## src/pkg/trig_seq_pkg.sv

```systemverilog
// Shared constants and types for the state trigger sequencer.
// Assumes a 32-bit classic Wishbone register bus with byte addresses.
package trig_seq_pkg;

    localparam int LABEL_W = 16;
    localparam int NUM_PAT = 8;
    localparam int GRP_W = 4;
    localparam int NUM_LVL = 8;
    localparam int LVL_W = 3;

    // Register byte offsets
    localparam logic [7:0] OFF_CTRL = 8'h00;
    localparam logic [7:0] OFF_STATUS = 8'h04;
    localparam logic [7:0] OFF_RANGE_LO = 8'h08;
    localparam logic [7:0] OFF_RANGE_HI = 8'h0c;
    localparam logic [7:0] OFF_GATE = 8'h10;
    localparam logic [7:0] OFF_CMD = 8'h14;
    localparam logic [7:0] OFF_LEVELS = 8'h18;
    localparam logic [7:0] OFF_PAT_BASE = 8'h20;
    localparam logic [7:0] OFF_LVL_BASE = 8'h40;

    // Field positions
    localparam int CTRL_RUN_BIT = 0;
    localparam int CTRL_DUAL_BIT = 1;
    localparam int CTRL_SECOND_BIT = 2;
    localparam int ST_LVL_LSB = 0;
    localparam int ST_TRIG_BIT = 3;
    localparam int ST_LAST_BIT = 4;
    localparam int ST_RUN_BIT = 5;
    localparam int GATE_G1_SEL_LSB = 0;
    localparam int GATE_G2_SEL_LSB = 4;
    localparam int GATE_G1_AND_BIT = 8;
    localparam int GATE_G2_AND_BIT = 9;
    localparam int GATE_RANGE_LSB = 10;
    localparam int CMD_OP_LSB = 0;
    localparam int CMD_AT_LSB = 4;
    localparam int LEVELS_NUM_LSB = 0;
    localparam int LEVELS_TRIG_LSB = 8;

    // Qualifier codes; pattern codes are base plus recognizer index
    localparam logic [4:0] Q_ANY = 5'h00;
    localparam logic [4:0] Q_NONE = 5'h01;
    localparam logic [4:0] Q_PAT = 5'h02;
    localparam logic [4:0] Q_NPAT = 5'h0a;
    localparam logic [4:0] Q_RANGE = 5'h12;
    localparam logic [4:0] Q_NRANGE = 5'h13;
    localparam logic [4:0] Q_COMB = 5'h14;

    localparam logic [1:0] CMD_INS_BEFORE = 2'h1;
    localparam logic [1:0] CMD_INS_AFTER = 2'h2;
    localparam logic [1:0] CMD_DELETE = 2'h3;

    typedef enum logic [1:0] {RNG_OFF, RNG_IN, RNG_OUT} range_mode_t;

    typedef struct packed {
        logic [15:0] care;
        logic [15:0] value;
    } pattern_cfg_t;

    typedef struct packed {
        logic [15:0] occ;
        logic [2:0] rsv1;
        logic [4:0] branch_q;
        logic [2:0] rsv0;
        logic [4:0] store_q;
    } level_cfg_t;

    typedef struct packed {
        logic valid;
        logic [LABEL_W-1:0] data;
    } sample_t;

    localparam logic [3:0] NUM_LVL_MIN = 4'h2;
    localparam logic [3:0] NUM_LVL_MAX = 4'h8;
    localparam logic [3:0] NUM_LVL_RST = 4'h2;
    localparam logic [2:0] TRIG_LVL_RST = 3'h0;
    localparam pattern_cfg_t PAT_RST = 32'h0000_0000;
    localparam level_cfg_t LVL_TRIG_DEFAULT = '{16'h0001, 3'h0, Q_PAT, 3'h0, Q_ANY};
    localparam level_cfg_t LVL_STORE_DEFAULT = '{16'h0001, 3'h0, Q_NONE, 3'h0, Q_ANY};
    localparam level_cfg_t LVL_NEW_DEFAULT = '{16'h0001, 3'h0, Q_ANY, 3'h0, Q_ANY};

endpackage

```

## src/hw/pattern_recognizer.sv

```systemverilog
// One three-valued pattern recognizer for a single label.
// Assumes the label value is already sampled on the state clock.
`timescale 1ns/1ps
module pattern_recognizer
    import trig_seq_pkg::*;
(
    input trig_seq_pkg::pattern_cfg_t cfg_i,
    input wire logic [trig_seq_pkg::LABEL_W-1:0] data_i,
    output logic match_o
);
    // Care bit low means don't care for that bit
    assign match_o = &(~cfg_i.care | ~(data_i ^ cfg_i.value));
endmodule

```

## src/hw/state_trigger_sequencer.sv

```systemverilog
// Trigger qualification and level sequencer for a state analyzer.
// Assumes samples arrive synchronous to clk_i with a valid strobe,
// and software configures it over classic Wishbone.
//
// The placing of the registers and the Wishbone slave port are this design's own decisions.
`timescale 1ns/1ps

// Behaviour
// - Recognizer matches all cared bits, three-valued
// - Eight recognizers single, four each when dual
// - Recognizers a-h in groups a-d, e-h
// - Dual: first owns a-d and range
// - Range hit inclusive between lower and upper
// - One range recognizer, owned by first analyzer
// - Qualifier: any, none, pattern, range, negations, combination
// - One operator per group; OR true, AND negated
// - AND gate inverts its pattern inputs, not the range input
// - Per-input select; only selected inputs count
// - Range feeds only the first group gate
// - Range input: off, in, or out
// - Dual: combination uses own group gate only
// - Two to eight active levels
// - Trigger level within first seven levels
// - Insert before or after; none at eight
// - Per-level storage qualifier gates stored states
// - Advance after occurrence count, 1 to 65535
// - Trigger and final levels reset, not removed
module state_trigger_sequencer (
    input wire logic clk_i,
    input wire logic rst_i,
    input wire logic wb_cyc_i,
    input wire logic wb_stb_i,
    input wire logic wb_we_i,
    input wire logic [7:0] wb_adr_i,
    input wire logic [3:0] wb_sel_i,
    input wire logic [31:0] wb_dat_i,
    output logic [31:0] wb_dat_o,
    output logic wb_ack_o,
    input trig_seq_pkg::sample_t sample_i,
    output logic store_o,
    output logic [trig_seq_pkg::LABEL_W-1:0] store_data_o,
    output logic trigger_o,
    output logic [trig_seq_pkg::LVL_W-1:0] level_o,
    output logic running_o
);
    import trig_seq_pkg::*;

    typedef enum logic {SEQ_IDLE, SEQ_RUN} seq_state_t;

    logic dual_mode;
    logic second_owner;
    logic [LABEL_W-1:0] range_lo;
    logic [LABEL_W-1:0] range_hi;
    logic [GRP_W-1:0] g1_sel;
    logic [GRP_W-1:0] g2_sel;
    logic g1_and;
    logic g2_and;
    range_mode_t range_mode;
    logic [3:0] num_lvl;
    logic [LVL_W-1:0] trig_lvl;
    pattern_cfg_t pat_cfg [NUM_PAT];
    level_cfg_t lvl_cfg [NUM_LVL];
    seq_state_t seq_state;
    logic [LVL_W-1:0] cur_lvl;
    logic [15:0] occ_cnt;
    logic triggered;

    logic wb_req;
    logic wb_wr;
    logic [NUM_PAT-1:0] pat_hit;
    logic [NUM_PAT-1:0] avail;
    logic range_hit;
    logic range_ok;
    logic g1;
    logic g2;
    logic comb;
    logic [LVL_W-1:0] last_lvl;
    level_cfg_t cur_cfg;
    logic store_hit;
    logic branch_hit;
    logic advance;
    logic [31:0] rd_data;

    function automatic logic [31:0] merge(input logic [31:0] old, input logic [31:0] nw,
                                          input logic [3:0] sel);
        logic [31:0] r;
        r = old;
        for (int b = 0; b < 4; b++) begin
            if (sel[b]) begin
                r[8*b +: 8] = nw[8*b +: 8];
            end
        end
        return r;
    endfunction

    function automatic logic in_bank(input logic [7:0] adr, input logic [7:0] base);
        return adr[7:5] == base[7:5];
    endfunction

    // Unavailable recognizers read false in both polarities
    function automatic logic qual_eval(input logic [4:0] q, input logic [NUM_PAT-1:0] pm,
                                       input logic [NUM_PAT-1:0] av, input logic rng,
                                       input logic rok, input logic cmb);
        logic [4:0] d;
        logic r;
        d = 5'h00;
        r = 1'b0;
        if (q == Q_ANY) begin
            r = 1'b1;
        end else if (q >= Q_PAT && q < Q_NPAT) begin
            d = q - Q_PAT;
            r = pm[d[2:0]] & av[d[2:0]];
        end else if (q >= Q_NPAT && q < Q_RANGE) begin
            d = q - Q_NPAT;
            r = ~pm[d[2:0]] & av[d[2:0]];
        end else if (q == Q_RANGE) begin
            r = rng & rok;
        end else if (q == Q_NRANGE) begin
            r = ~rng & rok;
        end else if (q == Q_COMB) begin
            r = cmb;
        end
        return r;
    endfunction

    function automatic logic [3:0] clamp_num(input logic [3:0] n);
        logic [3:0] r;
        r = n;
        if (n < NUM_LVL_MIN) begin
            r = NUM_LVL_MIN;
        end else if (n > NUM_LVL_MAX) begin
            r = NUM_LVL_MAX;
        end
        return r;
    endfunction

    assign wb_req = wb_cyc_i & wb_stb_i & ~wb_ack_o;
    assign wb_wr = wb_req & wb_we_i;

    // Recognizers a-d form the first group, e-h the second
    for (genvar i = 0; i < NUM_PAT; i++) begin : g_pat
        pattern_recognizer u_pat (
            .cfg_i(pat_cfg[i]),
            .data_i(sample_i.data),
            .match_o(pat_hit[i])
        );
    end

    always_comb begin
        avail = 8'hff;
        if (dual_mode) begin
            avail = second_owner ? 8'hf0 : 8'h0f;
        end
    end

    assign range_hit = (sample_i.data >= range_lo) && (sample_i.data <= range_hi);
    assign range_ok = ~(dual_mode & second_owner);

    always_comb begin
        logic [GRP_W-1:0] in1;
        logic [GRP_W-1:0] in2;
        logic [GRP_W-1:0] use1;
        logic [GRP_W-1:0] use2;
        logic rterm;
        logic ruse;
        in1 = g1_and ? ~pat_hit[GRP_W-1:0] : pat_hit[GRP_W-1:0];
        in2 = g2_and ? ~pat_hit[NUM_PAT-1:GRP_W] : pat_hit[NUM_PAT-1:GRP_W];
        use1 = g1_sel & avail[GRP_W-1:0];
        use2 = g2_sel & avail[NUM_PAT-1:GRP_W];
        rterm = (range_mode == RNG_OUT) ? ~range_hit : range_hit;
        ruse = (range_mode != RNG_OFF) && range_ok;
        // Range joins group one only; an empty gate reads false
        if (g1_and) begin
            g1 = ((|use1) | ruse) & (&(in1 | ~use1)) & (rterm | ~ruse);
        end else begin
            g1 = (|(in1 & use1)) | (rterm & ruse);
        end
        if (g2_and) begin
            g2 = (|use2) & (&(in2 | ~use2));
        end else begin
            g2 = |(in2 & use2);
        end
        if (dual_mode) begin
            comb = second_owner ? g2 : g1;
        end else begin
            comb = g1 | g2;
        end
    end

    assign last_lvl = 3'(num_lvl - 4'h1);
    assign cur_cfg = lvl_cfg[cur_lvl];

    always_comb begin
        store_hit = qual_eval(cur_cfg.store_q, pat_hit, avail, range_hit, range_ok,
                              comb);
        branch_hit = qual_eval(cur_cfg.branch_q, pat_hit, avail, range_hit, range_ok,
                               comb);
        // The final level has no primary branch
        advance = (seq_state == SEQ_RUN) && sample_i.valid && (cur_lvl < last_lvl)
                  && branch_hit && (occ_cnt == cur_cfg.occ - 16'h1);
    end

    // Control, gate and range registers
    always_ff @(posedge clk_i) begin
        if (rst_i) begin
            dual_mode <= 1'b0;
            second_owner <= 1'b0;
            range_lo <= '0;
            range_hi <= '0;
            g1_sel <= '0;
            g2_sel <= '0;
            g1_and <= 1'b0;
            g2_and <= 1'b0;
            range_mode <= RNG_OFF;
        end else if (wb_wr) begin
            if (wb_adr_i == OFF_CTRL && wb_sel_i[0]) begin
                dual_mode <= wb_dat_i[CTRL_DUAL_BIT];
                second_owner <= wb_dat_i[CTRL_SECOND_BIT];
            end
            if (wb_adr_i == OFF_RANGE_LO) begin
                range_lo <= LABEL_W'(merge({16'h0000, range_lo}, wb_dat_i, wb_sel_i));
            end
            if (wb_adr_i == OFF_RANGE_HI) begin
                range_hi <= LABEL_W'(merge({16'h0000, range_hi}, wb_dat_i, wb_sel_i));
            end
            if (wb_adr_i == OFF_GATE) begin
                if (wb_sel_i[0]) begin
                    g1_sel <= wb_dat_i[GATE_G1_SEL_LSB +: GRP_W];
                    g2_sel <= wb_dat_i[GATE_G2_SEL_LSB +: GRP_W];
                end
                if (wb_sel_i[1]) begin
                    g1_and <= wb_dat_i[GATE_G1_AND_BIT];
                    g2_and <= wb_dat_i[GATE_G2_AND_BIT];
                    // Code 3 is unused and falls back to disconnected
                    case (wb_dat_i[GATE_RANGE_LSB +: 2])
                        2'h1: range_mode <= RNG_IN;
                        2'h2: range_mode <= RNG_OUT;
                        default: range_mode <= RNG_OFF;
                    endcase
                end
            end
        end
    end

    // Pattern recognizer values and care masks
    always_ff @(posedge clk_i) begin
        if (rst_i) begin
            for (int i = 0; i < NUM_PAT; i++) begin
                pat_cfg[i] <= PAT_RST;
            end
        end else if (wb_wr && in_bank(wb_adr_i, OFF_PAT_BASE)) begin
            pat_cfg[wb_adr_i[4:2]] <= merge(pat_cfg[wb_adr_i[4:2]], wb_dat_i, wb_sel_i);
        end
    end

    // Level table, level count, trigger level and edit commands
    always_ff @(posedge clk_i) begin
        logic [3:0] n;
        logic [3:0] p;
        logic [LVL_W-1:0] at;
        level_cfg_t lw;
        n = 4'h0;
        p = 4'h0;
        at = wb_dat_i[CMD_AT_LSB +: LVL_W];
        lw = '0;
        if (rst_i) begin
            for (int i = 0; i < NUM_LVL; i++) begin
                lvl_cfg[i] <= LVL_NEW_DEFAULT;
            end
            lvl_cfg[0] <= LVL_TRIG_DEFAULT;
            lvl_cfg[1] <= LVL_STORE_DEFAULT;
            num_lvl <= NUM_LVL_RST;
            trig_lvl <= TRIG_LVL_RST;
        end else if (wb_wr) begin
            if (wb_adr_i == OFF_LEVELS && wb_sel_i[0] && wb_sel_i[1]) begin
                n = clamp_num(wb_dat_i[LEVELS_NUM_LSB +: 4]);
                num_lvl <= n;
                if ({1'b0, wb_dat_i[LEVELS_TRIG_LSB +: LVL_W]} > n - 4'h2) begin
                    trig_lvl <= 3'(n - 4'h2);
                end else begin
                    trig_lvl <= wb_dat_i[LEVELS_TRIG_LSB +: LVL_W];
                end
            end
            if (in_bank(wb_adr_i, OFF_LVL_BASE)) begin
                lw = merge(lvl_cfg[wb_adr_i[4:2]], wb_dat_i, wb_sel_i);
                lw.rsv0 = 3'h0;
                lw.rsv1 = 3'h0;
                if (lw.occ == 16'h0000) begin
                    lw.occ = 16'h0001;
                end
                lvl_cfg[wb_adr_i[4:2]] <= lw;
            end
            if (wb_adr_i == OFF_CMD && wb_sel_i[0] && {1'b0, at} < num_lvl) begin
                p = (wb_dat_i[CMD_OP_LSB +: 2] == CMD_INS_AFTER) ? {1'b0, at} + 4'h1
                                                                  : {1'b0, at};
                if ((wb_dat_i[CMD_OP_LSB +: 2] == CMD_INS_BEFORE ||
                     wb_dat_i[CMD_OP_LSB +: 2] == CMD_INS_AFTER) &&
                    num_lvl < NUM_LVL_MAX) begin
                    for (int i = 1; i < NUM_LVL; i++) begin
                        if (i > int'(p)) begin
                            lvl_cfg[i] <= lvl_cfg[i-1];
                        end
                    end
                    lvl_cfg[p[2:0]] <= LVL_NEW_DEFAULT;
                    num_lvl <= num_lvl + 4'h1;
                    if ({1'b0, trig_lvl} >= p) begin
                        trig_lvl <= trig_lvl + 3'h1;
                    end
                end else if (wb_dat_i[CMD_OP_LSB +: 2] == CMD_DELETE) begin
                    if (num_lvl == NUM_LVL_MIN || at == trig_lvl || at == last_lvl) begin
                        // These levels always exist; only their terms go back
                        lvl_cfg[at] <= (at == trig_lvl) ? LVL_TRIG_DEFAULT
                                                        : LVL_STORE_DEFAULT;
                    end else begin
                        for (int i = 0; i < NUM_LVL - 1; i++) begin
                            if (i >= int'(at)) begin
                                lvl_cfg[i] <= lvl_cfg[i+1];
                            end
                        end
                        lvl_cfg[NUM_LVL-1] <= LVL_NEW_DEFAULT;
                        num_lvl <= num_lvl - 4'h1;
                        if (trig_lvl > at) begin
                            trig_lvl <= trig_lvl - 3'h1;
                        end
                    end
                end
            end
        end
    end

    // Sequencer state
    always_ff @(posedge clk_i) begin
        if (rst_i) begin
            seq_state <= SEQ_IDLE;
            cur_lvl <= '0;
            occ_cnt <= '0;
            triggered <= 1'b0;
        end else if (wb_wr && wb_adr_i == OFF_CTRL && wb_sel_i[0]) begin
            // Any run write restarts from level 0
            seq_state <= wb_dat_i[CTRL_RUN_BIT] ? SEQ_RUN : SEQ_IDLE;
            cur_lvl <= '0;
            occ_cnt <= '0;
            triggered <= 1'b0;
        end else if (advance) begin
            cur_lvl <= cur_lvl + 3'h1;
            occ_cnt <= '0;
            if (cur_lvl == trig_lvl) begin
                triggered <= 1'b1;
            end
        end else if (seq_state == SEQ_RUN && sample_i.valid && cur_lvl < last_lvl
                     && branch_hit) begin
            occ_cnt <= occ_cnt + 16'h1;
        end
    end

    // Registered outputs toward acquisition memory
    always_ff @(posedge clk_i) begin
        if (rst_i) begin
            store_o <= 1'b0;
            store_data_o <= '0;
            trigger_o <= 1'b0;
            level_o <= '0;
            running_o <= 1'b0;
        end else begin
            store_o <= (seq_state == SEQ_RUN) && sample_i.valid && store_hit;
            store_data_o <= sample_i.data;
            trigger_o <= advance && (cur_lvl == trig_lvl);
            level_o <= cur_lvl;
            running_o <= (seq_state == SEQ_RUN);
        end
    end

    always_comb begin
        rd_data = 32'h0000_0000;
        if (in_bank(wb_adr_i, OFF_PAT_BASE)) begin
            rd_data = pat_cfg[wb_adr_i[4:2]];
        end else if (in_bank(wb_adr_i, OFF_LVL_BASE)) begin
            rd_data = lvl_cfg[wb_adr_i[4:2]];
        end else begin
            case (wb_adr_i)
                OFF_CTRL: begin
                    rd_data[CTRL_RUN_BIT] = (seq_state == SEQ_RUN);
                    rd_data[CTRL_DUAL_BIT] = dual_mode;
                    rd_data[CTRL_SECOND_BIT] = second_owner;
                end
                OFF_STATUS: begin
                    rd_data[ST_LVL_LSB +: LVL_W] = cur_lvl;
                    rd_data[ST_TRIG_BIT] = triggered;
                    rd_data[ST_LAST_BIT] = (cur_lvl >= last_lvl);
                    rd_data[ST_RUN_BIT] = (seq_state == SEQ_RUN);
                end
                OFF_RANGE_LO: rd_data[LABEL_W-1:0] = range_lo;
                OFF_RANGE_HI: rd_data[LABEL_W-1:0] = range_hi;
                OFF_GATE: begin
                    rd_data[GATE_G1_SEL_LSB +: GRP_W] = g1_sel;
                    rd_data[GATE_G2_SEL_LSB +: GRP_W] = g2_sel;
                    rd_data[GATE_G1_AND_BIT] = g1_and;
                    rd_data[GATE_G2_AND_BIT] = g2_and;
                    rd_data[GATE_RANGE_LSB +: 2] = range_mode;
                end
                OFF_LEVELS: begin
                    rd_data[LEVELS_NUM_LSB +: 4] = num_lvl;
                    rd_data[LEVELS_TRIG_LSB +: LVL_W] = trig_lvl;
                end
                default: rd_data = 32'h0000_0000;
            endcase
        end
    end

    // Every access is acked one cycle later; unmapped reads return zero
    always_ff @(posedge clk_i) begin
        if (rst_i) begin
            wb_ack_o <= 1'b0;
            wb_dat_o <= '0;
        end else begin
            wb_ack_o <= wb_req;
            if (wb_req && !wb_we_i) begin
                wb_dat_o <= rd_data;
            end
        end
    end

endmodule

```

## config.mk

```make
export PLATFORM = sky130hd
export DESIGN_NAME = state_trigger_sequencer
export DESIGN_NICKNAME = d
export VERILOG_FILES = /design/src/pkg/trig_seq_pkg.sv /design/src/hw/pattern_recognizer.sv /design/src/hw/state_trigger_sequencer.sv
export SDC_FILE = /design/constraint.sdc
export NUM_CORES = 2
export LEC_CHECK = 0
export BUFFER_PORTS_ARGS = -buffer_cell sky130_fd_sc_hd__buf_2
export CORE_UTILIZATION = 65
export CTS_BUF_LIST = sky130_fd_sc_hd__clkbuf_8
export CTS_CLUSTER_SIZE = 30
export DETAILED_ROUTE_END_ITERATION = 10
export PLACE_DENSITY = 0.83
export SLEW_MARGIN = 5
export SYNTH_ARGS = -nofsm -noshare
export SYNTH_HDL_FRONTEND = slang
export SYNTH_SLANG_ARGS = --single-unit
```

## constraint.sdc

```tcl
create_clock -name clk_i -period 4.7 [get_ports clk_i]
set_input_delay 0 -clock clk_i [delete_from_list [all_inputs] [get_ports clk_i]]
set_output_delay 0 -clock clk_i [all_outputs]
set_load 0.01 [all_outputs]
```

==> results.toml <==
[worst_setup_path]
critPathKind = "input pin to flop"
arrival_ps = 4940
critPathSlowestCell = "dlygate4sd3_1"
critPathBufInv = 4
crit_path_cell_trace = "dlygate4sd3_1, buf_2, or2_2, nor4_1, dlygate4sd3_1, nand2_1, nor3_1, nand2_1, nor3_2, a21oi_1, o221a_2, nor2_1, nand2_1, nand3_1, buf_12"
worstRegToRegCells = 12
crit_path_max_fanout = 26
cp-end-kind = "flop"
cp_data_required_time_ps = 5140
cp.depth = 15
path_delay_family = "simple AND/OR/NAND/NOR gates"
max_stage_delay_ps = 690
start_kind = "input pin"
crit_top_cell = "nand2_1"

[placement]
hpwl_mm = 94.9
io_buffers = 120
place_area_sq_mm = 0.0386
gp_congestion = 1.05
place_inst = 4264
pre_cts_slack_ps = 525

[global_routing]
grt_util_all_layers = 0.489
first_global_vias = 31800
grt_antenna_before_repair = 7
grt_max_degree = 113
grt_pass1_wl_mm = 205
grt-ovfl-total = 0

[sta]
fmax_mhz = 223
hold_viol_final = 0
worst_pin_slew_ps = 1290
rsz0062_at_grt = "no"
holdWs_ps = 47.6
slew-limit-headroom = 0.136
final.period_utilization = 0.955
skew_ps = 71.3
fin_tns_setup_ps = 0
maxSlewViolCount = 0
setup_viol = 0
setup_slack_ps = 210
period_minus_slack_ps = 4490

[synth]
syn_avg_cell_area_sq_um = 10.6
synthFlopType = "edfxtp_1"
synth_warnings = 0
synthCells = 3504
synth_edf_count = 464
synthesis.nets = 3635
synth_top_cell_area_share = 0.376
ys_async_sr_fraction = 0
yosysSeqAreaShare = 0.473
netlist_top_cells_area = "edfxtp_1 38%, mux4_2 11%, dfxtp_1 9.7%"
syn_area_sq_mm = 0.0371
yosysTopAreaCell = "edfxtp_1"
yosysMostFrequentCell = "nor2_1"
synth_commonest_cells = "467 x nor2_1, 464 x edfxtp_1, 432 x nand2_1"
ys_ff_latch = 644
synth_cell_types = 90

[routing]
drtAntennaViolNets = 0
vias = 33100
drtPass1Iterations = 10
drtIter0Drc = 5848
viasPerCell = 7.33
drt-total-wl_mm = 141
drc = 0
wl_per_cell_microns = 31.3

[die]
dieWidth_microns = 241
num_io_pins = 121
die_h_microns = 241
core_area_sq_mm = 0.0564
initial_core_util = 0.657
die-area_sq_mm = 0.0580
rows = 87

[cts]
h-tree-depth = 3
cts_tree = "done"
clkTransAtPathRegs_ps = 60
ctsLongestPathBuffers = 3
cts.sinks = 644
cts_buffers = 107
post_cts_buffers = 0
clk_latency_ps = 790
root_buffer = "clkbuf_8"

[hold_path]
hold_path.class = "input pin to flop"
hold_depth = 6

[power_and_ir_drop]
pwr_density_cell_mw_per_mm2 = 317
ir_worst_vdd_mv = 0.296
p_leak_uw = 0.0154

[finish]
drive_gt1_frac = 0.172
syn_to_final_growth_pct = 11.6
stdcell_area_sq_mm = 0.0413
fin_cells = 4518
nets = 3802
fillerInstances = 4043

[status]
status = "completed"

[job]
cap_violations = 0
-- report_power, final --
part | internal (uW) | leakage, uW | switching, uW | total (uW)
Sequential | 6250 | 0.00624 | 161 | 6410
Clock | 2670 | 0.00128 | 2470 | 5140
Combinational | 505 | 0.00792 | 1060 | 1560
Total | 9430 | 0.0154 | 3690 | 13100
-- cell type report --
type / count / area (sq um) / area share
Clock buffer: 122 / 1680 / 0.0406
Inverter: 102 / 383 / 0.00926
Antenna cell: 3 / 7.51 / 0.000182
Clock inverter: 75 / 507 / 0.0123
Multi-Input combinational cell: 2517 / 18100 / 0.438
Timing Repair Buffer: 299 / 2190 / 0.0529
Tap cell: 756 / 946 / 0.0229
Sequential cell: 644 / 17500 / 0.424
-- sequential cells by signal, summed over array words and instances, names as in the netlist, 2 cells and up, named ones only --
name,flops
occ_cnt,16
store_data_o,16
g1_sel,4
wb_dat_o,32
g2_sel,4
range_lo,16
num_lvl,4
cur_lvl,3
range_mode,2
pat_cfg,256
level_o,3
lvl_cfg,256
trig_lvl,3
range_hi,16
-- cell usage in the layout (no fill, tap or decap), drive strengths merged, types with 65 or more instances in the layout --
master  netlist  routed
mux2i        86      86
buf          83     245
nand2       433     433
mux4        183     183
a22oi       185     185
o21ai       223     223
edfxtp      464     464
dfxtp       180     180
a21oi       166     166
inv         100     146
xor2        146     146
ha           65      65
clkbuf      158     122
nor2        470     470
nor3         65      65
-- path summary, 6_finish.rpt --
path	slack, ps	endpoint	startpoint
max	210	lvl_cfg[6][3]$_DFFE_PP_	wb_adr_i[5]
min	50	wb_dat_o[9]$_SDFFE_PP0P_	wb_adr_i[7]
max reg2reg	230	store_o$_SDFF_PP0_	flop
min reg2reg	460	range_lo[3]$_SDFFE_PP0P_	range_lo[3]$_SDFFE_PP0P_
-- stage by stage --
stage | power [uW] | util
6_report | 13100 | 0.733
3_3_place_gp | 7920 | 0.685
4_1_cts | 13000 | 0.733
2_1_floorplan | 7340 | -
3_5_place_dp | 7950 | 0.685
5_1_grt | 13400 | 0.733
-- layer usage --
layer | vias up | GRT usage | part of all wire
met3 | 722 | 0.222 | 0.19
met5 | - | 0.00337 | 0.00035
met1 | 15700 | 0.632 | 0.33
met2 | 3267 | 0.682 | 0.41
li1 | 13400 | - | -
met4 | 6 | 0.271 | 0.069
-- worst min-delay path: cells and delay by family --
kind            cells  cell delay, ps
simple gates        4             510
compound gates      1             140
buf+inv             1             130
-- cells by family after synthesis --
family,count (synthesis),synth area share
and+or+nand+nor,1206,0.142
AOI/OAI and AO/OA,801,0.143
adders and majority gates,65,0.0219
xor gates and xnor gates,165,0.0390
DFF,644,0.473
buffers and inverters,343,0.0408
muxes,280,0.140
-- what timing repair did --
item,in CTS,in global routing
endpoints found under the setup margin,0,1
resized for setup,0,1
endpoints found under the hold margin,231,0
hold buffers,54,0
(Power assumes the default switching activity.)
